===== config.mk =====
export PLATFORM = sky130hd
export DESIGN_NAME = host_spi_pin_interface
export DESIGN_NICKNAME = d
export VERILOG_FILES = /design/src/design/hspi_pkg.sv /design/src/design/reg_bus_if.sv /design/src/design/spi_frame_slave.sv /design/src/design/sleep_timer.sv /design/src/design/host_spi_pin_interface.sv
export SDC_FILE = /design/constraint.sdc
export NUM_CORES = 1
export LEC_CHECK = 0
export BUFFER_PORTS_ARGS = -buffer_cell sky130_fd_sc_hd__buf_2
export CORE_MARGIN = 4
export CORE_UTILIZATION = 53
export CTS_CLUSTER_SIZE = 8
export DETAILED_ROUTE_END_ITERATION = 6
export GPL_TIMING_DRIVEN = 0
export PLACE_DENSITY = 0.71
export SYNTH_ARGS = -nofsm -noshare
export SYNTH_HDL_FRONTEND = slang
export SYNTH_SLANG_ARGS = --single-unit

===== constraint.sdc =====
create_clock -name core_clk -period 5.3 [get_ports core_clk]
set_input_delay 1.06 -clock core_clk [delete_from_list [all_inputs] [get_ports core_clk]]
set_output_delay 1.06 -clock core_clk [all_outputs]
set_load 0.02 [all_outputs]

===== src/design/hspi_pkg.sv =====
// Shared constants for the host serial and pin interface.
package hspi_pkg;
  // ---------------------------------------------------------------
  // Clock and reset release timing
  // ---------------------------------------------------------------
  localparam int unsigned CORE_HZ     = 100_000_000;
  localparam int unsigned REL_US      = 250;
  localparam int unsigned REL_CYC     = REL_US * (CORE_HZ / 1_000_000);
  localparam int unsigned REL_W       = 16;

  // ---------------------------------------------------------------
  // Serial frame layout
  // ---------------------------------------------------------------
  localparam int unsigned ADDR_W      = 10;
  localparam logic [4:0]  SHORT_AW    = 5'h06;
  localparam logic [4:0]  LONG_AW     = 5'h0a;
  localparam logic [4:0]  DATA_BITS   = 5'h08;

  // ---------------------------------------------------------------
  // Register addresses (short space uses the low six bits)
  // ---------------------------------------------------------------
  localparam logic [9:0]  S_WAKE      = 10'h022;
  localparam logic [9:0]  S_FLAG      = 10'h031;
  localparam logic [9:0]  S_MASK      = 10'h032;
  localparam logic [9:0]  S_LEVEL     = 10'h033;
  localparam logic [9:0]  S_DIR       = 10'h034;
  localparam logic [9:0]  S_ENABLE    = 10'h03d;
  localparam logic [9:0]  L_SLEEP0    = 10'h211;
  localparam logic [9:0]  L_RFPIN     = 10'h212;
  localparam logic [9:0]  L_INTERVAL  = 10'h222;

  // ---------------------------------------------------------------
  // Fields and reset values
  // ---------------------------------------------------------------
  localparam int unsigned POL_BIT     = 1;
  localparam int unsigned SCLK_BIT    = 0;
  localparam int unsigned WAKE_EN_BIT = 0;
  localparam int unsigned GO_BIT      = 1;
  localparam int unsigned BEACON_BIT  = 2;
  localparam int unsigned FLAG_WAKE   = 6;
  localparam int unsigned FLAG_SLEEP  = 7;
  localparam int unsigned PIN_N       = 6;
  localparam int unsigned RF_PINS     = 3;
  localparam logic [7:0]  MASK_RST    = 8'hff;
  localparam logic [7:0]  ZERO_RST    = 8'h00;
endpackage


===== src/design/reg_bus_if.sv =====
// Register access path between the serial slave and the register file.
`timescale 1ns/10ps
interface reg_bus_if;
  logic       wrStb;
  logic       rdStb;
  logic       isLong;
  logic [9:0] addr;
  logic [7:0] wdata;
  logic [7:0] rdata;

  // The serial slave issues accesses; the register file answers.
  modport spi  (output wrStb, rdStb, isLong, addr, wdata, input rdata);
  modport regs (input wrStb, rdStb, isLong, addr, wdata, output rdata);
endinterface


===== src/design/spi_frame_slave.sv =====
// Mode 0 serial slave that turns frames into register accesses.
`timescale 1ns/10ps
module spi_frame_slave
  import hspi_pkg::*;
(
  // Clock and reset.
  input  wire logic core_clk,
  input  wire logic rst_b,
  // Serial pins, asynchronous to core_clk.
  input  wire logic sck,
  input  wire logic csB,
  input  wire logic sdi,
  output logic      sdo,
  // Register access.
  reg_bus_if.spi    bus
);
  typedef struct packed {
    logic [2:0] sckS;
    logic [1:0] csS;
    logic [1:0] sdiS;
    logic [4:0] cnt;
    logic       isLong;
    logic       rw;
    logic       inData;
    logic [9:0] addr;
    logic [7:0] sh;
    logic       sdo;
    logic       wr;
    logic       rd;
  } spi_t;

  spi_t s_q, s_d;
  logic [4:0] aw;

  // ---------------------------------------------------------------
  // Frame decoder
  // ---------------------------------------------------------------
  // Pins pass two flops; the third sck flop only feeds edge detection.
  always_comb begin
    s_d      = s_q;
    s_d.sckS = {s_q.sckS[1:0], sck};
    s_d.csS  = {s_q.csS[0], csB};
    s_d.sdiS = {s_q.sdiS[0], sdi};
    s_d.wr   = 1'b0;
    s_d.rd   = 1'b0;
    aw       = s_q.isLong ? LONG_AW : SHORT_AW;
    // Read data is captured in the strobe cycle itself, before a
    // clear-on-read register has dropped its contents.
    if (s_q.rd) begin
      s_d.sh = bus.rdata;
    end
    if (s_q.csS[1]) begin
      s_d.cnt    = '0;
      s_d.inData = 1'b0;
      s_d.sdo    = 1'b0;
    end else if (s_q.sckS[1] && !s_q.sckS[2]) begin
      // Rising edge: sample input data.
      if (s_q.cnt == 5'h00) begin
        s_d.isLong = s_q.sdiS[1];
      end else if (s_q.cnt <= aw) begin
        s_d.addr = {s_q.addr[8:0], s_q.sdiS[1]};
      end else if (s_q.cnt == aw + 5'h01) begin
        s_d.rw     = s_q.sdiS[1];
        s_d.inData = 1'b1;
        s_d.rd     = !s_q.sdiS[1];
      end else if (s_q.inData) begin
        if (s_q.rw) begin
          s_d.sh = {s_q.sh[6:0], s_q.sdiS[1]};
        end
        if (s_q.cnt == aw + DATA_BITS + 5'h01) begin
          s_d.wr     = s_q.rw;
          s_d.inData = 1'b0;
        end
      end
      if (s_q.cnt != 5'h1f) begin
        s_d.cnt = s_q.cnt + 5'h01;
      end
    end else if (!s_q.sckS[1] && s_q.sckS[2]) begin
      // Falling edge: present the next read bit.
      if (s_q.inData && !s_q.rw) begin
        s_d.sdo = s_q.sh[7];
        s_d.sh  = {s_q.sh[6:0], 1'b0};
      end
    end
  end

  // State register.
  always_ff @(posedge core_clk) begin
    if (!rst_b) begin
      s_q <= '0;
    end else begin
      s_q <= s_d;
    end
  end

  // Outputs to the register file and the pin.
  assign bus.wrStb  = s_q.wr;
  assign bus.rdStb  = s_q.rd;
  assign bus.isLong = s_q.isLong;
  assign bus.addr   = s_q.addr;
  assign bus.wdata  = s_q.sh;
  assign sdo        = s_q.sdo;
endmodule


===== src/design/sleep_timer.sv =====
// Sleep interval counter driven by sleep clock ticks.
`timescale 1ns/10ps
module sleep_timer
  import hspi_pkg::*;
(
  // Clock and reset.
  input  wire logic       core_clk,
  input  wire logic       rst_b,
  // Control.
  input  wire logic       tick,
  input  wire logic       start,
  input  wire logic       stop,
  input  wire logic       periodic,
  input  wire logic [7:0] interval,
  // Status.
  output logic            expire,
  output logic            busy
);
  typedef struct packed {
    logic       busy;
    logic [7:0] cnt;
    logic       expire;
  } tmr_t;

  tmr_t t_q, t_d;

  // Count ticks; periodic mode reloads for the next beacon period.
  always_comb begin
    t_d        = t_q;
    t_d.expire = 1'b0;
    if (stop) begin
      t_d.busy = 1'b0;
    end else if (start) begin
      t_d.busy = 1'b1;
      t_d.cnt  = '0;
    end else if (t_q.busy && tick) begin
      if (t_q.cnt + 8'h01 >= interval) begin
        t_d.expire = 1'b1;
        t_d.cnt    = '0;
        t_d.busy   = periodic;
      end else begin
        t_d.cnt = t_q.cnt + 8'h01;
      end
    end
  end

  // State register.
  always_ff @(posedge core_clk) begin
    if (!rst_b) begin
      t_q <= '0;
    end else begin
      t_q <= t_d;
    end
  end

  assign expire = t_q.expire;
  assign busy   = t_q.busy;
endmodule


===== src/design/host_spi_pin_interface.sv =====
// Host facing serial port, alert pin, wake pin and general pins.
//
// Contract
// - Reset input low holds every part of the block in reset.
// - Device leaves reset about 250 us after reset input rises.
// - Alert polarity comes from bit 1 of sleep config register 0x211.
// - Polarity resets to 0, active low; host matches its input.
// - Alert pin only shows events both enabled and unmasked.
// - Alert holds asserted until host reads the event flag register.
// - Wake pin ignored after reset until software enables it.
// - Pin direction register 0x34 sets each general pin direction.
// - Writing 0x33 drives output pins; reading returns pin levels.
// - Pins 0 to 2 can be handed to the radio state machine.
// - Serial input sampled on each rising serial clock edge.
// - Serial output updated on each falling serial clock edge.
// - Serial output driven low while deselected.
// - Radio timing derives from the primary system clock.
// - Sleep clock selectable between 32 kHz and 100 kHz sources.
// - Sleep counters time beacon period or sleep interval.
// - Host picks short or long addressing per transaction.
// - Short frame: 0 bit, then six address bits, MSB first.
// - Long frame: 1 bit, then ten address bits, MSB first.
// - Short frame: bit after address is 0 read, 1 write.
// - Long frame: twelfth bit is 0 read, 1 write.
`timescale 1ns/10ps
module host_spi_pin_interface
  import hspi_pkg::*;
#(
  parameter int unsigned RELEASE_CYCLES = REL_CYC
)
(
  // Primary system clock and reset.
  input  wire logic       core_clk,
  input  wire logic       rst_b,
  // Serial port pins.
  input  wire logic       sck,
  input  wire logic       csB,
  input  wire logic       sdi,
  output logic            sdo,
  // Alert and wake pins.
  output logic            alertPin,
  input  wire logic       wakePin,
  // General pins.
  input  wire logic [5:0] pinIn,
  output logic      [5:0] pinOut,
  output logic      [5:0] pinOeB,
  // Sleep clock sources.
  input  wire logic       xtalSleepClk,
  input  wire logic       oscSleepClk,
  // Radio state machine side.
  input  wire logic [5:0] radioEvent,
  input  wire logic [2:0] radioPinCtl,
  // Status.
  output logic            deviceReady,
  output logic            wakeReq,
  output logic            sleepBusy
);
  typedef struct packed {
    logic [REL_W-1:0] relCnt;
    logic             ready;
    logic [7:0]       flags;
    logic [7:0]       mask;
    logic [7:0]       enable;
    logic [5:0]       level;
    logic [5:0]       dir;
    logic [7:0]       wakeCtl;
    logic [7:0]       sleep0;
    logic [2:0]       rfPin;
    logic [7:0]       interval;
    logic [2:0]       wakeS;
    logic [5:0]       pinS1;
    logic [5:0]       pinS2;
    logic [2:0]       xtalS;
    logic [2:0]       oscS;
    logic             alert;
    logic [5:0]       pOut;
    logic [5:0]       pOeB;
    logic             wakeReq;
    logic             tick;
  } top_t;

  top_t r_q, r_d;
  reg_bus_if bus ();
  logic      spiRst_b;
  logic      tmrExpire;
  logic      tmrBusy;
  logic      tmrStart;
  logic      tmrStop;
  logic      wakeEdge;
  logic      flagRead;
  logic      pending;

  // ---------------------------------------------------------------
  // Address match
  // ---------------------------------------------------------------
  // True when the current access targets the given space and address.
  function automatic logic hit(input logic isLong,
                               input logic [9:0] addr,
                               input logic wantLong,
                               input logic [9:0] want);
    logic [9:0] a;
    a   = isLong ? addr : {4'h0, addr[5:0]};
    hit = (isLong == wantLong) && (a == want);
  endfunction

  // ---------------------------------------------------------------
  // Serial slave and sleep timer
  // ---------------------------------------------------------------
  // The serial slave stays in reset until the release delay ends.
  assign spiRst_b = rst_b && r_q.ready;

  spi_frame_slave u_spi (
    .core_clk (core_clk),
    .rst_b    (spiRst_b),
    .sck      (sck),
    .csB      (csB),
    .sdi      (sdi),
    .sdo      (sdo),
    .bus      (bus.spi)
  );

  sleep_timer u_tmr (
    .core_clk (core_clk),
    .rst_b    (rst_b),
    .tick     (r_q.tick),
    .start    (tmrStart),
    .stop     (tmrStop),
    .periodic (r_q.wakeCtl[BEACON_BIT]),
    .interval (r_q.interval),
    .expire   (tmrExpire),
    .busy     (sleepBusy)
  );

  assign tmrBusy = sleepBusy;

  // ---------------------------------------------------------------
  // Register read data
  // ---------------------------------------------------------------
  // Unmapped and reserved locations read as zero.
  always_comb begin
    bus.rdata = ZERO_RST;
    if (hit(bus.isLong, bus.addr, 1'b0, S_FLAG)) begin
      bus.rdata = r_q.flags;
    end else if (hit(bus.isLong, bus.addr, 1'b0, S_MASK)) begin
      bus.rdata = r_q.mask;
    end else if (hit(bus.isLong, bus.addr, 1'b0, S_ENABLE)) begin
      bus.rdata = r_q.enable;
    end else if (hit(bus.isLong, bus.addr, 1'b0, S_LEVEL)) begin
      bus.rdata = {2'b00, r_q.pinS2};
    end else if (hit(bus.isLong, bus.addr, 1'b0, S_DIR)) begin
      bus.rdata = {2'b00, r_q.dir};
    end else if (hit(bus.isLong, bus.addr, 1'b0, S_WAKE)) begin
      bus.rdata = r_q.wakeCtl;
    end else if (hit(bus.isLong, bus.addr, 1'b1, L_SLEEP0)) begin
      bus.rdata = r_q.sleep0;
    end else if (hit(bus.isLong, bus.addr, 1'b1, L_RFPIN)) begin
      bus.rdata = {5'h00, r_q.rfPin};
    end else if (hit(bus.isLong, bus.addr, 1'b1, L_INTERVAL)) begin
      bus.rdata = r_q.interval;
    end
  end

  // ---------------------------------------------------------------
  // Event strobes
  // ---------------------------------------------------------------
  // Reading the flag register is what releases the alert pin.
  assign flagRead = bus.rdStb &&
                    hit(bus.isLong, bus.addr, 1'b0, S_FLAG);
  // Wake pin only counts once software has enabled it.
  assign wakeEdge = r_q.wakeS[1] && !r_q.wakeS[2] &&
                    r_q.wakeCtl[WAKE_EN_BIT];
  assign tmrStop  = wakeEdge;
  assign tmrStart = bus.wrStb && bus.wdata[GO_BIT] &&
                    hit(bus.isLong, bus.addr, 1'b0, S_WAKE);
  // An unmasked flag from an enabled source raises the alert.
  assign pending  = |(r_q.flags & r_q.enable & ~r_q.mask);

  // ---------------------------------------------------------------
  // Next state
  // ---------------------------------------------------------------
  always_comb begin
    r_d       = r_q;
    // Pin inputs pass two flops before use.
    r_d.wakeS = {r_q.wakeS[1:0], wakePin};
    r_d.pinS1 = pinIn;
    r_d.pinS2 = r_q.pinS1;
    r_d.xtalS = {r_q.xtalS[1:0], xtalSleepClk};
    r_d.oscS  = {r_q.oscS[1:0], oscSleepClk};

    // Release delay counts out after reset rises.
    if (!r_q.ready) begin
      if (r_q.relCnt >= REL_W'(RELEASE_CYCLES - 1)) begin
        r_d.ready = 1'b1;
      end else begin
        r_d.relCnt = r_q.relCnt + REL_W'(1);
      end
    end

    // Sleep tick from the selected source's rising edge.
    if (r_q.sleep0[SCLK_BIT]) begin
      r_d.tick = r_q.oscS[1] && !r_q.oscS[2];
    end else begin
      r_d.tick = r_q.xtalS[1] && !r_q.xtalS[2];
    end

    // Register writes from the serial port.
    if (bus.wrStb) begin
      if (hit(bus.isLong, bus.addr, 1'b0, S_MASK)) begin
        r_d.mask = bus.wdata;
      end
      if (hit(bus.isLong, bus.addr, 1'b0, S_ENABLE)) begin
        r_d.enable = bus.wdata;
      end
      if (hit(bus.isLong, bus.addr, 1'b0, S_LEVEL)) begin
        r_d.level = bus.wdata[5:0];
      end
      if (hit(bus.isLong, bus.addr, 1'b0, S_DIR)) begin
        r_d.dir = bus.wdata[5:0];
      end
      if (hit(bus.isLong, bus.addr, 1'b0, S_WAKE)) begin
        r_d.wakeCtl = bus.wdata & ~(8'h01 << GO_BIT);
      end
      if (hit(bus.isLong, bus.addr, 1'b1, L_SLEEP0)) begin
        r_d.sleep0 = bus.wdata;
      end
      if (hit(bus.isLong, bus.addr, 1'b1, L_RFPIN)) begin
        r_d.rfPin = bus.wdata[2:0];
      end
      if (hit(bus.isLong, bus.addr, 1'b1, L_INTERVAL)) begin
        r_d.interval = bus.wdata;
      end
    end

    // Event flags: a new event wins over a read clear.
    r_d.flags = flagRead ? ZERO_RST : r_q.flags;
    r_d.flags[5:0] = r_d.flags[5:0] | radioEvent;
    r_d.flags[FLAG_WAKE]  = r_d.flags[FLAG_WAKE] | wakeEdge;
    r_d.flags[FLAG_SLEEP] = r_d.flags[FLAG_SLEEP] | tmrExpire;

    // Alert pin level from the polarity bit.
    if (pending) begin
      r_d.alert = r_q.sleep0[POL_BIT];
    end else begin
      r_d.alert = !r_q.sleep0[POL_BIT];
    end

    r_d.wakeReq = wakeEdge && tmrBusy;

    // General pins: radio ownership overrides the software value.
    for (int i = 0; i < PIN_N; i++) begin
      r_d.pOut[i] = r_q.level[i];
      r_d.pOeB[i] = !r_q.dir[i];
    end
    for (int i = 0; i < RF_PINS; i++) begin
      if (r_q.rfPin[i]) begin
        r_d.pOut[i] = radioPinCtl[i];
        r_d.pOeB[i] = 1'b0;
      end
    end
  end

  // ---------------------------------------------------------------
  // State register
  // ---------------------------------------------------------------
  // Reset low holds everything, including the release counter.
  always_ff @(posedge core_clk) begin
    if (!rst_b) begin
      r_q          <= '0;
      r_q.mask     <= MASK_RST;
      r_q.alert    <= 1'b1;
      r_q.pOeB     <= '1;
    end else begin
      r_q <= r_d;
    end
  end

  // ---------------------------------------------------------------
  // Outputs
  // ---------------------------------------------------------------
  assign alertPin    = r_q.alert;
  assign pinOut      = r_q.pOut;
  assign pinOeB      = r_q.pOeB;
  assign deviceReady = r_q.ready;
  assign wakeReq     = r_q.wakeReq;
endmodule


# Yosys cells after proc, flatten, opt, wreduce, memory -nomap -nowiden

Index checks and enable logic that the tools add are counted.

Add/subtract/negate cells: 6
Reductions and logical operators: 62
Order comparisons: 3
Muxes and demuxes: 41
Bitwise operators: 20
Equality and inequality tests: 12

Operators with widths:

| kind                    | count |
|---|---|
| $mux W8                 | 18 |
| $eq A10 B6 Y1 const B   | 6 |
| $eq A10 B10 Y1 const B  | 3 |
| $mux W10                | 3 |
| $mux W9                 | 3 |
| $reduce_and A2 Y1       | 12 |
| $logic_and A1 B1 Y1     | 22 |
| $mux W18                | 1 |
| $add A16 B1 Y16 const B | 1 |
| $and A8 B8 Y8           | 2 |
| $ge A16 B15 Y1 const B  | 1 |
| $reduce_or A8 Y1        | 2 |
| $add A5 B1 Y5 const B   | 3 |
| $mux W1                 | 15 |
| $logic_not A1 Y1        | 14 |
| $not A1 Y1              | 14 |
| $eq A5 B5 Y1            | 2 |
| $reduce_and A3 Y1       | 3 |
| $add A8 B1 Y8 const B   | 1 |
| $ge A8 B8 Y1            | 1 |
| $not A8 Y8              | 1 |
| $or A6 B6 Y6            | 1 |
| $reduce_or A6 Y1        | 1 |
| $add A5 B4 Y5 const B   | 1 |
| 10 further kinds        | 13 |

Register bits: 161
Word-level logic and storage cells: 180
Output and inout bits: 17
Bits of input ports: 23

# Logic depth before layout (Yosys ltp)

Gate-level depths: netlist of the first run.

Depth after elaboration: 20
Depth in mapped cells: 10

# Hierarchy

A second synthesis of the first run with hierarchy kept.

Cell total of the unflattened synthesis: 870
Area total of the unflattened synthesis: 7,707.4 um2

By module, submodules not included:

| module                 | sequential area each (um2) | area an instance (um2) | times used | cells each |
|---|---|---|---|---|
| host_spi_pin_interface | 2,302.2                    | 5,059.9                | 1          | 580 |
| spi_frame_slave        | 720.7                      | 1,943.1                | 1          | 212 |
| sleep_timer            | 200.2                      | 704.4                  | 1          | 78 |

# Worst setup path before layout of the first run

No wires, ideal clock.

Kind: reg-to-reg
From: register u_tmr.t_q[1] (netlist name)
To: register u_tmr.t_q[6] (netlist name)
Data arrival time: 2,319 ps
Slack: 2,911 ps
Library setup time: 71 ps
Stages on the path, launching flop included: 11
Data required time: 5,229 ps
Path buffers: 0
Path through: dfxtp_1 > ha_1 > nand3_1 > and2_1 > or2_2 > ha_1 > a21oi_1 > o21ai_0 > o22ai_1 > o211ai_1 > a21oi_1

Word-level cells in the longest chain between the ends: 5

RTL lines:

| element                | RTL line                             | text |
|---|---|---|
| from (decl)            | sleep_timer.sv:25                    | `tmr_t t_q, t_d;` |
| from (signal assigned) | sleep_timer.sv:52                    | `t_q <= t_d;` |
| $add A8 B1 Y8 *        | sleep_timer.sv:37, sleep_timer.sv:42 |  |
| $ge A8 B8 Y1           | sleep_timer.sv:37                    | `if (t_q.cnt + 8'h01 >= interval) begin` |
| $mux W8 *              | sleep_timer.sv:37                    |  |
| $mux W10 *             | sleep_timer.sv:36                    | `end else if (t_q.busy && tick) begin` |
| $mux W9 *              | sleep_timer.sv:33                    | `end else if (start) begin` |

Every way passes the cells marked *; elsewhere a longest branch is shown, timed or not. The select of a mux whose other input is x is not followed.
A chain may end at the register's enable or synchronous reset.

# Worst setup path in the final report of the first run

From: register u_spi.s_q (netlist bit u_spi.bus.isLong)
To: register u_spi.s_q (netlist bit u_spi.bus.wdata[2])

Word-level cells in the longest chain between the ends: 20
Elaborated cells on any way between the ends: 43

RTL lines:

| element                | RTL line                      | text |
|---|---|---|
| from (decl)            | spi_frame_slave.sv:32         | `spi_t s_q, s_d;` |
| from (signal assigned) | spi_frame_slave.sv:90         | `s_q <= '0;` |
| from (signal assigned) | spi_frame_slave.sv:92         | `s_q <= s_d;` |
| $mux W10               | host_spi_pin_interface.sv:102 | `a = isLong ? addr : {4'h0, addr[5:0]};` |
| $eq A10 B10 Y1         | host_spi_pin_interface.sv:103 | `hit = (isLong == wantLong) && (a == want);` |
| $logic_and A1 B1 Y1    | host_spi_pin_interface.sv:103 |  |
| $mux W8                | host_spi_pin_interface.sv:158 | `end else if (hit(bus.isLong, bus.addr, 1'b1, L_INTERVAL)) begin` |
| $mux W8                | host_spi_pin_interface.sv:156 | `end else if (hit(bus.isLong, bus.addr, 1'b1, L_RFPIN)) begin` |
| $mux W8                | host_spi_pin_interface.sv:154 | `end else if (hit(bus.isLong, bus.addr, 1'b1, L_SLEEP0)) begin` |
| $mux W8                | host_spi_pin_interface.sv:152 | `end else if (hit(bus.isLong, bus.addr, 1'b0, S_WAKE)) begin` |
| $mux W8                | host_spi_pin_interface.sv:150 | `end else if (hit(bus.isLong, bus.addr, 1'b0, S_DIR)) begin` |
| (+4 left out)          | --                            |  |
| $mux W8                | spi_frame_slave.sv:49         | `if (s_q.rd) begin` |
| $mux W8                | spi_frame_slave.sv:67         | `if (s_q.rw) begin` |
| $mux W8                | spi_frame_slave.sv:66         | `end else if (s_q.inData) begin` |
| $mux W8                | spi_frame_slave.sv:62         | `end else if (s_q.cnt == aw + 5'h01) begin` |
| $mux W8                | spi_frame_slave.sv:60         | `end else if (s_q.cnt <= aw) begin` |
| $mux W18               | spi_frame_slave.sv:58         | `if (s_q.cnt == 5'h00) begin` |
| $mux W8                | spi_frame_slave.sv:56         | `end else if (s_q.sckS[1] && !s_q.sckS[2]) begin` |
| $mux W8 *              | spi_frame_slave.sv:52         | `if (s_q.csS[1]) begin` |

Every way passes the cells marked *; elsewhere a longest branch is shown, timed or not.

==> metrics.md, run 1 <==
| Metric | Value |
|---|---|
| Status | finished clean |
| Final Instance Area | 8300 um2 |
| Fillcell total | 1,177 |
| NumNets Final | 933 |
| Clk_lat worst skew | 0.44 ns |
| Diode count | 0 |
| Antenna viol nets, final | 0 |
| Pwr/cell area | 309 nW/um2 |
| Grt ovf | 0 |
| Sequential power share | 47.9% |
| Initial antenna violation count | 0 |
| Rows | 42 |
| HPWL after DPL | 14,600 um |
| Multi-input gate area | 3630 um2 |
| Placed Instance Area | 7680 um2 |
| Max Fclk | 333 MHz |
| CTS Buf Count | 17 |
| Post-route minimum period | 3.00 ns |
| Startpoint class of the critical path | flop |
| Setup WS pre-CTS | 2.29 ns |
| Pleak | 3.28 nW |
| Root Buffer | clkbuf_16 |
| Vias per cell | 5.83 |
| Fin worst setup slack | 2.30 ns |
| Slew Limit Headroom | 39.4% |
| CTS Hold Bufs | 0 |
| Critical Path Sink Type | flop |
| Area share of the largest cell type after synthesis | 44.3% |
| Yosys reg bits | 161 |
| RSZ-0062 raised after global routing | no |
| P_int | 0.00203 W |
| Layout cells sized above 1 | 11.2% |
| Hold slack final | 0.403 ns |
| Routed vias | 6,319 |
| Max-slew violation count | 0 |
| P&R area growth vs syn | 14.1% |
| Routed len/inst | 18.8 um |
| Vias in the first global route | 5,948 |
| Synth Net Count | 876 |
| Post-synth EDFFs | 0 |
| Combinational Power Share | 1.8% |
| Seq/Total Area, Yosys | 44.3% |
| Clock sinks | 161 |
| Die H | 125 um |
| FFs w/ async S/R, synth | 0% |
| Pre-antenna DRT Iters | 5 |
| Initial Utilization | 54.5% |
| Setup TNS | 0 ns |
| Number of setup buffers added after CTS | 0 |
| Number of DRC markers in iteration 0 | 607 |
| Post-cts sizing count | 0 |
| Routed WL | 20,400 um |
| CTS max path bufs | 2 |
| CTS tree | built |
| Final period util | 56.6% |
| First-pass GRT wire length | 32,400 um |
| Max_cap viols | 0 |
| Final setup vio count | 0 |
| CP arrival | 3.33 ns |
| Sw frac | 20.9% |
| Critical path fanouts, max | 10 |
| Synthesized instance count | 837 |
| Worst R2R Setup Slack | 2.30 ns |
| Core outline area | 13,300 um2 |
| DIE AREA | 15,700 um2 |
| H-Tree Depth | 4 |
| Synth warnings | 0 |
| Area leader, netlist | dfxtp_1 |
| Skew final | 0.0158 ns |
| DRC | 0 |
| Top FF cell, synth | dfxtp_1 |
| Final hold vios | 0 |
| Placer Congestion | 1.00 |
| Peak VDD IR | 0.283 mV |
| CP Class | reg -> reg |
| Largest cells by area after synthesis | dfxtp_1, mux2i_1, nor2_1 |
| Switching Power | 0.000537 W |
| Worst-margin pin slew | 0.902 ns |
| Most frequent cells after synthesis | dfxtp_1, nor2_1, nand2_1, a21oi_1, mux2i_1 |
| Most frequent cell after synthesis | dfxtp_1 |
| # IOs | 40 |
| Clock network power share | 50.3% |
| Yosys cell types | 68 |
| Total GRT Usage | 25.9% |
| Worst hold-check path type | reg -> reg |
| I/O Buffers | 38 |
| Mapped Avg Cell Area | 8.69 um2 |
| Reg clk slew, reported paths | 0.06 ns |
| Req. time, crit path | 5.63 ns |
| Util after Layout | 62.2% |
| Chip width | 125 um |
| Largest net degree at the start of global routing | 17 |
| Seq. cell area | 3220 um2 |
| Synth Cell Area | 7270 um2 |
state kept, by name (all words and copies together) (netlist names):
signal and cells:
r_d 15, u_spi.bus.addr 10, u_spi.bus.rdStb 1, wakeReq 1, u_spi.bus.wrStb 1, u_tmr.busy 1
u_spi.s_q 10, deviceReady 1, u_tmr.t_q 8, u_spi.s_d 4, pinOeB 6, u_tmr.expire 1
u_spi.bus.isLong 1, u_spi.sdo 1, alertPin 1, r_q 85, u_spi.bus.wdata 8, pinOut 6
power groups by stage:
stage / combinational, W / sequential (W) / clock (W)
floorplan: 0.0000260 / 0.00125 / 0
global placement: 0.0000447 / 0.00126 / 0
detailed placement: 0.0000467 / 0.00126 / 0
CTS: 0.0000469 / 0.00123 / 0.00130
global route: 0.0000522 / 0.00123 / 0.00136
finish: 0.0000470 / 0.00123 / 0.00129
stage by stage:
step	std cells	power [W]
2_1_floorplan	837	0.00128
3_3_place_gp	1051	0.00130
3_5_place_dp	1051	0.00130
4_1_cts	1083	0.00258
5_1_grt	1083	0.00265
6_report	1083	0.00257
layer usage:
layer	vias to the layer above	wire length, um	global-route usage [%]
li1	3033	-	-
met1	2985	9040	35.1
met2	255	9240	40.1
met3	46	1590	6.95
met4	0	538	8.93
met5	-	0	0
placed cells by master, fill, tap and decap left out, types with 7 or more instances in the layout:
master / count
a21oi_1: 63
a31oi_1: 7
nand4_1: 8
ha_1: 16
buf_4: 12
inv_1: 22
and3b_1: 8
clkbuf_1: 45
xnor2_1: 7
buf_2: 45
clkbuf_16: 17
dfxtp_1: 161
mux2i_1: 51
and2_1: 28
nand2b_1: 14
o21ai_0: 26
nor2_1: 88
and3_1: 19
nand3_1: 41
nand3b_1: 8
a221oi_1: 7
nor3_1: 17
nand2_1: 80
o211ai_1: 9
nor2b_1: 8
cell families after synthesis:
family	after synthesis	share of synthesized area, %
fa+ha+maj	16	2.75
simple gates	344	24.5
xor+xnor	12	1.45
mux	51	7.02
compound gates	163	14.3
flops	161	44.3
buf+inv	90	5.70
final cells by class:
type | instances | share of cell area (%)
Sequential cell | 161 | 38.8
Buffer | 67 | 3.95
Timing Repair Buffer | 38 | 2.29
Tap cell | 176 | 2.65
Clock inverter | 12 | 2.19
Clock buffer | 20 | 5.26
Multi-Input combinational cell | 586 | 43.8
Inverter | 23 | 1.04
worst paths after layout:
path                                      endpoint        startpoint  cells after the start
worst max-delay path            u_spi.bus.wdata[2]  u_spi.bus.isLong                     10
worst min register to register           pinOeB[5]           r_q[68]                      1
worst min-delay path                     pinOeB[5]           r_q[68]                      1
worst max register to register  u_spi.bus.wdata[2]  u_spi.bus.isLong                     10
critical path, stage by stage, from the launching register on:
cell and delay (ns):
dfxtp_1 0.36, inv_1 0.08, clkbuf_1 0.54, ha_1 0.38
and3_1 0.16, nor3_1 0.43, o211ai_1 0.23, a21o_1 0.22
buf_2 0.18, o21ai_0 0.14, o21ba_2 0.18
(Power assumes the default switching activity.)
==> inputs of run 2 (changes only) <==
--- a/config.mk
+++ b/config.mk
@@ -11,7 +11,7 @@
 export CTS_CLUSTER_SIZE = 8
 export DETAILED_ROUTE_END_ITERATION = 6
 export GPL_TIMING_DRIVEN = 0
-export PLACE_DENSITY = 0.71
+export PLACE_DENSITY = 0.73
 export SYNTH_ARGS = -nofsm -noshare
 export SYNTH_HDL_FRONTEND = slang
 export SYNTH_SLANG_ARGS = --single-unit
==> constraint.sdc (replaced) <==
create_clock -name core_clk -period 2.5 [get_ports core_clk]
set_input_delay 0.5 -clock core_clk [delete_from_list [all_inputs] [get_ports core_clk]]
set_output_delay 0.5 -clock core_clk [all_outputs]
set_load 0.02 [all_outputs]
==> run 2 against run 1 <==
First-iteration DRC count decreased by 4.0%. Critical path depth down 2. Sequential power rose by 110%. Clock-buffer cell count grew 1. Non-clock buffer count increased by 4. Combinational power increased by 110%. Clock skew is 0.010 ns lower. Sequential share of layout area is 0.75 points lower. Via count decreased by 0.74%. Die area is the same. Global-route usage down 0.92 points. Maximum frequency is 25% higher.
==> metrics.md, run 2 (same netlist as run 1, synthesis figures left out) <==
| Metric | Value |
|---|---|
| Req. time, crit path | 2.85 ns |
| Vias per cell | 5.77 |
| Critical Path Sink Type | flop |
| CTS Buf Count | 17 |
| Initial Utilization | 54.5% |
| CP arrival | 2.74 ns |
| Routed WL | 19,100 um |
| Final hold vios | 0 |
| Commonest non-fill, non-tap cells in the layout | dfxtp_1, nor2_1, nand2_1 |
| DRC | 0 |
| Startpoint class of the critical path | flop |
| Max-slew violation count | 0 |
| Critical path fanouts, max | 10 |
| Root Buffer | clkbuf_16 |
| CP Launch Point | u_spi.bus.addr[3] |
| Diode count | 0 |
| Slowest stage delay, CP | 0.52 ns |
| First-pass GRT wire length | 31,500 um |
| Placed Instance Area | 7680 um2 |
| Worst-case reg-to-reg path depth | 8 |
| DIE AREA | 15,700 um2 |
| Reg with most FFs | r_q |
| Final period util | 95.7% |
| Number of DRC markers in iteration 0 | 583 |
| Total GRT Usage | 25.0% |
| Post-route minimum period | 2.39 ns |
| # IOs | 40 |
| Largest net degree at the start of global routing | 17 |
| Routed len/inst | 17.6 um |
| Slew Limit Headroom | 55.3% |
| Worst path cell trace | buf_2 -> nor4b_4 -> nand2_1 -> clkbuf_1 -> nor2_1 -> a311oi_1 -> or3_1 -> a31oi_1 |
| Core outline area | 13,300 um2 |
| Worst R2R Setup Slack | 0.11 ns |
| CTS tree | built |
| RSZ-0062 raised after global routing | yes |
| NumNets Final | 937 |
| Rows | 42 |
| H-Tree Depth | 4 |
| I/O Buffers | 38 |
| Reg clk slew, reported paths | 0.06 ns |
| Placer Congestion | 0.952 |
| CTS max path bufs | 2 |
| CTS Hold Bufs | 0 |
| FF-to-FF End | u_spi.bus.wdata[0] |
| Pre-antenna DRT Iters | 6 |
| Worst hold-check path type | in -> reg |
| Number of flip-flops in the largest register | 85 |
| Initial antenna violation count | 0 |
| Slowest stage cell on the critical path | nor4b_4 |
| Layout cells sized above 1 | 13.5% |
| Pleak | 3.32 nW |
| HPWL after DPL | 13,700 um |
| Clk_lat worst skew | 0.43 ns |
| Hold slack final | 0.274 ns |
| Hold depth | 2 |
| Peak VDD IR | 0.535 mV |
| Die H | 125 um |
| Max Fclk | 418 MHz |
| Clock sinks | 161 |
| Util after Layout | 63.5% |
| Fillcell total | 1,172 |
| Antenna viol nets, final | 0 |
| Routed vias | 6,272 |
| Vias in the first global route | 5,957 |
| Crit path capture | u_spi.bus.wdata[0] |
| Seq. cell area | 3230 um2 |
| Final setup vio count | 0 |
| RR Startpoint | u_spi.bus.addr[3] |
| Final Instance Area | 8480 um2 |
| Chip width | 125 um |
| Skew final | 0.00584 ns |
| Worst-margin pin slew | 0.669 ns |
| Multi-input gate area | 3720 um2 |
| Status | finished clean |
| Pwr/cell area | 661 nW/um2 |
| Max_cap viols | 0 |
| Grt ovf | 0 |
| CP Class | reg -> reg |
| Commonest non-fill, non-tap cell in the layout | dfxtp_1 |
| P&R area growth vs syn | 16.6% |
==> run 2: cell count changes in the layout (fill, tap and decap cells not counted), sizes merged <==
| cell | delta |
|---|---|
| clkinv | -5 |
| bufinv | +1 |
| buf | +5 |
| clkinvlp | +3 |
==> run 2: area by class of cell <==
class                   instances  share of cell area (%)
multi-input cells             586                    43.8
well taps                     176                    2.60
repair buffers                 42                    2.64
inverters                      23                    1.02
plain buffers                  67                    3.94
clock buffers                  21                    5.55
flip-flops and latches        161                    38.1
clock inverters                11                    2.35
==> run 2: where the power goes <==
group | internal [W] | switching, W
registers | 0.00259 | 0.0000178
logic | 0.0000351 | 0.0000626
clock network | 0.00186 | 0.00104
total | 0.00449 | 0.00112
==> run 2: what timing repair did <==
item	in CTS	in global routing
resized for setup	8	18
endpoints found under the setup margin	27	52
pin swaps	1	8
setup buffers	1	2
cloned	0	1
hold endpoints to repair	0	0
==> run 2: worst min-delay path by stage <==
stage                      startpoint        end
final                         wakePin    r_d[34]
after global routing         pinIn[2]    r_d[23]
after CTS                 oscSleepClk    r_d[16]
after detailed placement      r_q[68]  pinOeB[5]
after global placement        r_q[67]  pinOeB[4]
after floorplan               r_q[68]  pinOeB[5]
==> run 2: through the flow <==
| step | worst slack [ns] | TNS (ns) | instances | total power, W |
|---|---|---|---|---|
| floorplan | 0.111 | 0 | 837 | 0.00271 |
| global placement | -0.431 | -5.83 | 1051 | 0.00276 |
| detailed placement | -0.433 | -6.99 | 1051 | 0.00276 |
| CTS | 0.0118 | 0 | 1084 | 0.00564 |
| global route | -0.00262 | -0.00262 | 1087 | 0.00580 |
| finish | 0.108 | 0 | 1087 | 0.00561 |
==> run 2: worst max-delay path, delay by kind of cell, from the launching register on <==
kind / cells / cell delay (ns)
AO/OA/AOI/OAI: 2 / 0.22
flip-flops: 1 / 0.29
buffers and inverters: 2 / 0.48
AND/OR/NAND/NOR: 4 / 1.32
==> run 2: per-layer routing <==
metal	wire (um)	GRT usage, %	up-vias
met3	1470	5.37	53
met5	0	0	-
met1	8430	33.7	2927
li1	-	-	3044
met2	8560	38.4	248
met4	673	11.5	0
==> inputs of run 3 (changes only) <==
--- a/config.mk
+++ b/config.mk
@@ -11,7 +11,8 @@
 export CTS_CLUSTER_SIZE = 8
 export DETAILED_ROUTE_END_ITERATION = 6
 export GPL_TIMING_DRIVEN = 0
-export PLACE_DENSITY = 0.73
+export PLACE_DENSITY = 0.84
+export SKIP_LAST_GASP = 1
 export SYNTH_ARGS = -nofsm -noshare
 export SYNTH_HDL_FRONTEND = slang
 export SYNTH_SLANG_ARGS = --single-unit
==> run 3 against run 2 <==
Hold slack got worse by 0.0025 ns. Design area decreased by 0.10%. Die area unchanged. Critical path depth increased by 2. Final cell count increased by 0.74%. Clock power decreased by 15%. Non-clock buffer count increased by 8. First-iteration DRC count increased by 12%. Combinational power increased by 2%. Via count increased by 3.5%. Utilization decreased by 0.066 points. Clock-buffer cell count decreased by 3. Largest cell class unchanged.
==> metrics.md, run 3 (same netlist as run 1, synthesis figures left out) <==
| Metric | Value |
|---|---|
| Status | finished clean |
| NumNets Final | 945 |
| Worst-case reg-to-reg path depth | 10 |
| Grt ovf | 0 |
| CTS Buf Count | 17 |
| I/O Buffers | 38 |
| Max-slew violation count | 0 |
| Cell repeated most along the worst path | buf_2 |
| Number of DRC markers in iteration 0 | 651 |
| Reg with most FFs | r_q |
| Clock sinks | 161 |
| Final setup vio count | 0 |
| Number of flip-flops in the largest register | 85 |
| Skew final | 0.00997 ns |
| Startpoint class of the critical path | flop |
| Core outline area | 13,300 um2 |
| Largest net degree at the start of global routing | 17 |
| Routed WL | 19,600 um |
| Vias in the first global route | 6,055 |
| RSZ-0062 raised after global routing | yes |
| Commonest non-fill, non-tap cells in the layout | dfxtp_1, nor2_1, nand2_1 |
| Pre-antenna DRT Iters | 5 |
| Initial Utilization | 54.5% |
| Critical Path Sink Type | flop |
| Vias per cell | 5.93 |
| Reg clk slew, reported paths | 0.07 ns |
| CP delay by family, top | compound AO/OA/AOI/OAI gates |
| H-Tree Depth | 4 |
| Placed Instance Area | 7680 um2 |
| Worst-margin pin slew | 0.809 ns |
| Worst path cell trace | inv_1 -> buf_2 -> ha_4 -> and3_1 -> nor3_4 -> o211ai_1 -> a21o_1 -> buf_2 -> nand2_1 -> o21ba_2 |
| Chip width | 125 um |
| Fin worst setup slack | 0.0991 ns |
| Routed len/inst | 17.9 um |
| Util after Layout | 63.5% |
| Diode count | 0 |
| Layout cells sized above 1 | 14.9% |
| Root Buffer | clkbuf_16 |
| Commonest non-fill, non-tap cell in the layout | dfxtp_1 |
| Slowest stage cell on the critical path | dfxtp_1 |
| Pwr/cell area | 611 nW/um2 |
| Die H | 125 um |
| CP arrival | 2.73 ns |
| P&R area growth vs syn | 16.5% |
| Antenna viol nets, final | 0 |
| CTS max path bufs | 2 |
| CP Class | reg -> reg |
| Final hold vios | 0 |
| Max Fclk | 417 MHz |
| DRC | 0 |
| DIE AREA | 15,700 um2 |
| Crit. path cell count | 10 |
| Worst hold-check path type | in -> reg |
| Hold depth | 2 |
| CP Launch Point | u_spi.bus.isLong |
| Inst Count DP | 1,051 |
| Clk_lat worst skew | 0.43 ns |
| Slew Limit Headroom | 45.9% |
| Post-route minimum period | 2.40 ns |
| Rows | 42 |
| Initial antenna violation count | 0 |
| Post-Layout Cell Count | 1,095 |
| RR Startpoint | u_spi.bus.isLong |
| Crit path buf inv count | 3 |
| Setup WS pre-CTS | -0.357 ns |
| Hold path startpoint | wakePin |
| HPWL after DPL | 13,600 um |
| CTS Hold Bufs | 0 |
| Final Instance Area | 8470 um2 |
| First-pass GRT wire length | 31,300 um |
| Setup TNS | 0 ns |
| Req. time, crit path | 2.83 ns |
| Fillcell total | 1,137 |
| Slowest stage delay, CP | 0.39 ns |
| Max_cap viols | 0 |
| Final period util | 96.0% |
| Peak VDD IR | 0.474 mV |
| CTS tree | built |
| Total GRT Usage | 24.8% |
| Pleak | 3.32 nW |
| Critical path fanouts, max | 10 |
| # IOs | 40 |
| Placer Congestion | 0.999 |
| Routed vias | 6,494 |
-- run 3: cell count changes in the layout (fill, tap and decap cells not counted), moves of 3 or more --
cell and change:
clkbuf_8 -3, clkinv_4 +3, buf_4 +6, bufinv_16 -4
-- run 3: power by group --
part | total (W) | internal, W | switching [W]
Combinational | 0.0000993 | 0.0000354 | 0.0000639
Clock | 0.00247 | 0.00138 | 0.00109
Sequential | 0.00261 | 0.00259 | 0.0000173
-- run 3: layout make-up --
class	instances	area [um2]	share of cell area, %
well taps	176	220	2.60
plain buffers	67	337	3.97
repair buffers	50	284	3.35
inverters	23	86.3	1.02
flip-flops and latches	161	3230	38.2
multi-input cells	586	3750	44.3
clock inverters	14	131	1.55
clock buffers	18	429	5.07
-- run 3: path summary, 6_finish.rpt --
path                        endpoint  slack, ns
setup / recovery  u_spi.bus.wdata[2]        0.1
hold / removal               r_d[34]       0.27
setup reg to reg  u_spi.bus.wdata[2]        0.1
hold reg to reg            pinOeB[5]       0.41
-- run 3: routing by layer --
layer	track usage, %	routed length (um)	vias up
met3	4.56	1840	49
met5	0	0	-
met2	37.6	8630	375
met1	34.3	8560	3001
li1	-	-	3069
met4	11.5	603	0
-- run 3: repair_timing --
item / CTS / global route
pin swaps: 1 / 9
gates resized for setup: 6 / 26
hold endpoints to repair: 0 / 0
setup endpoints to repair: 33 / 34
buffers inserted: 2 / 10
-- run 3: through the flow --
stage	power [W]	hold slack [ns]
global placement	0.00276	0.393
CTS	0.00520	0.258
detailed placement	0.00276	0.396
finish	0.00518	0.271
floorplan	0.00271	0.371
global route	0.00531	0.270
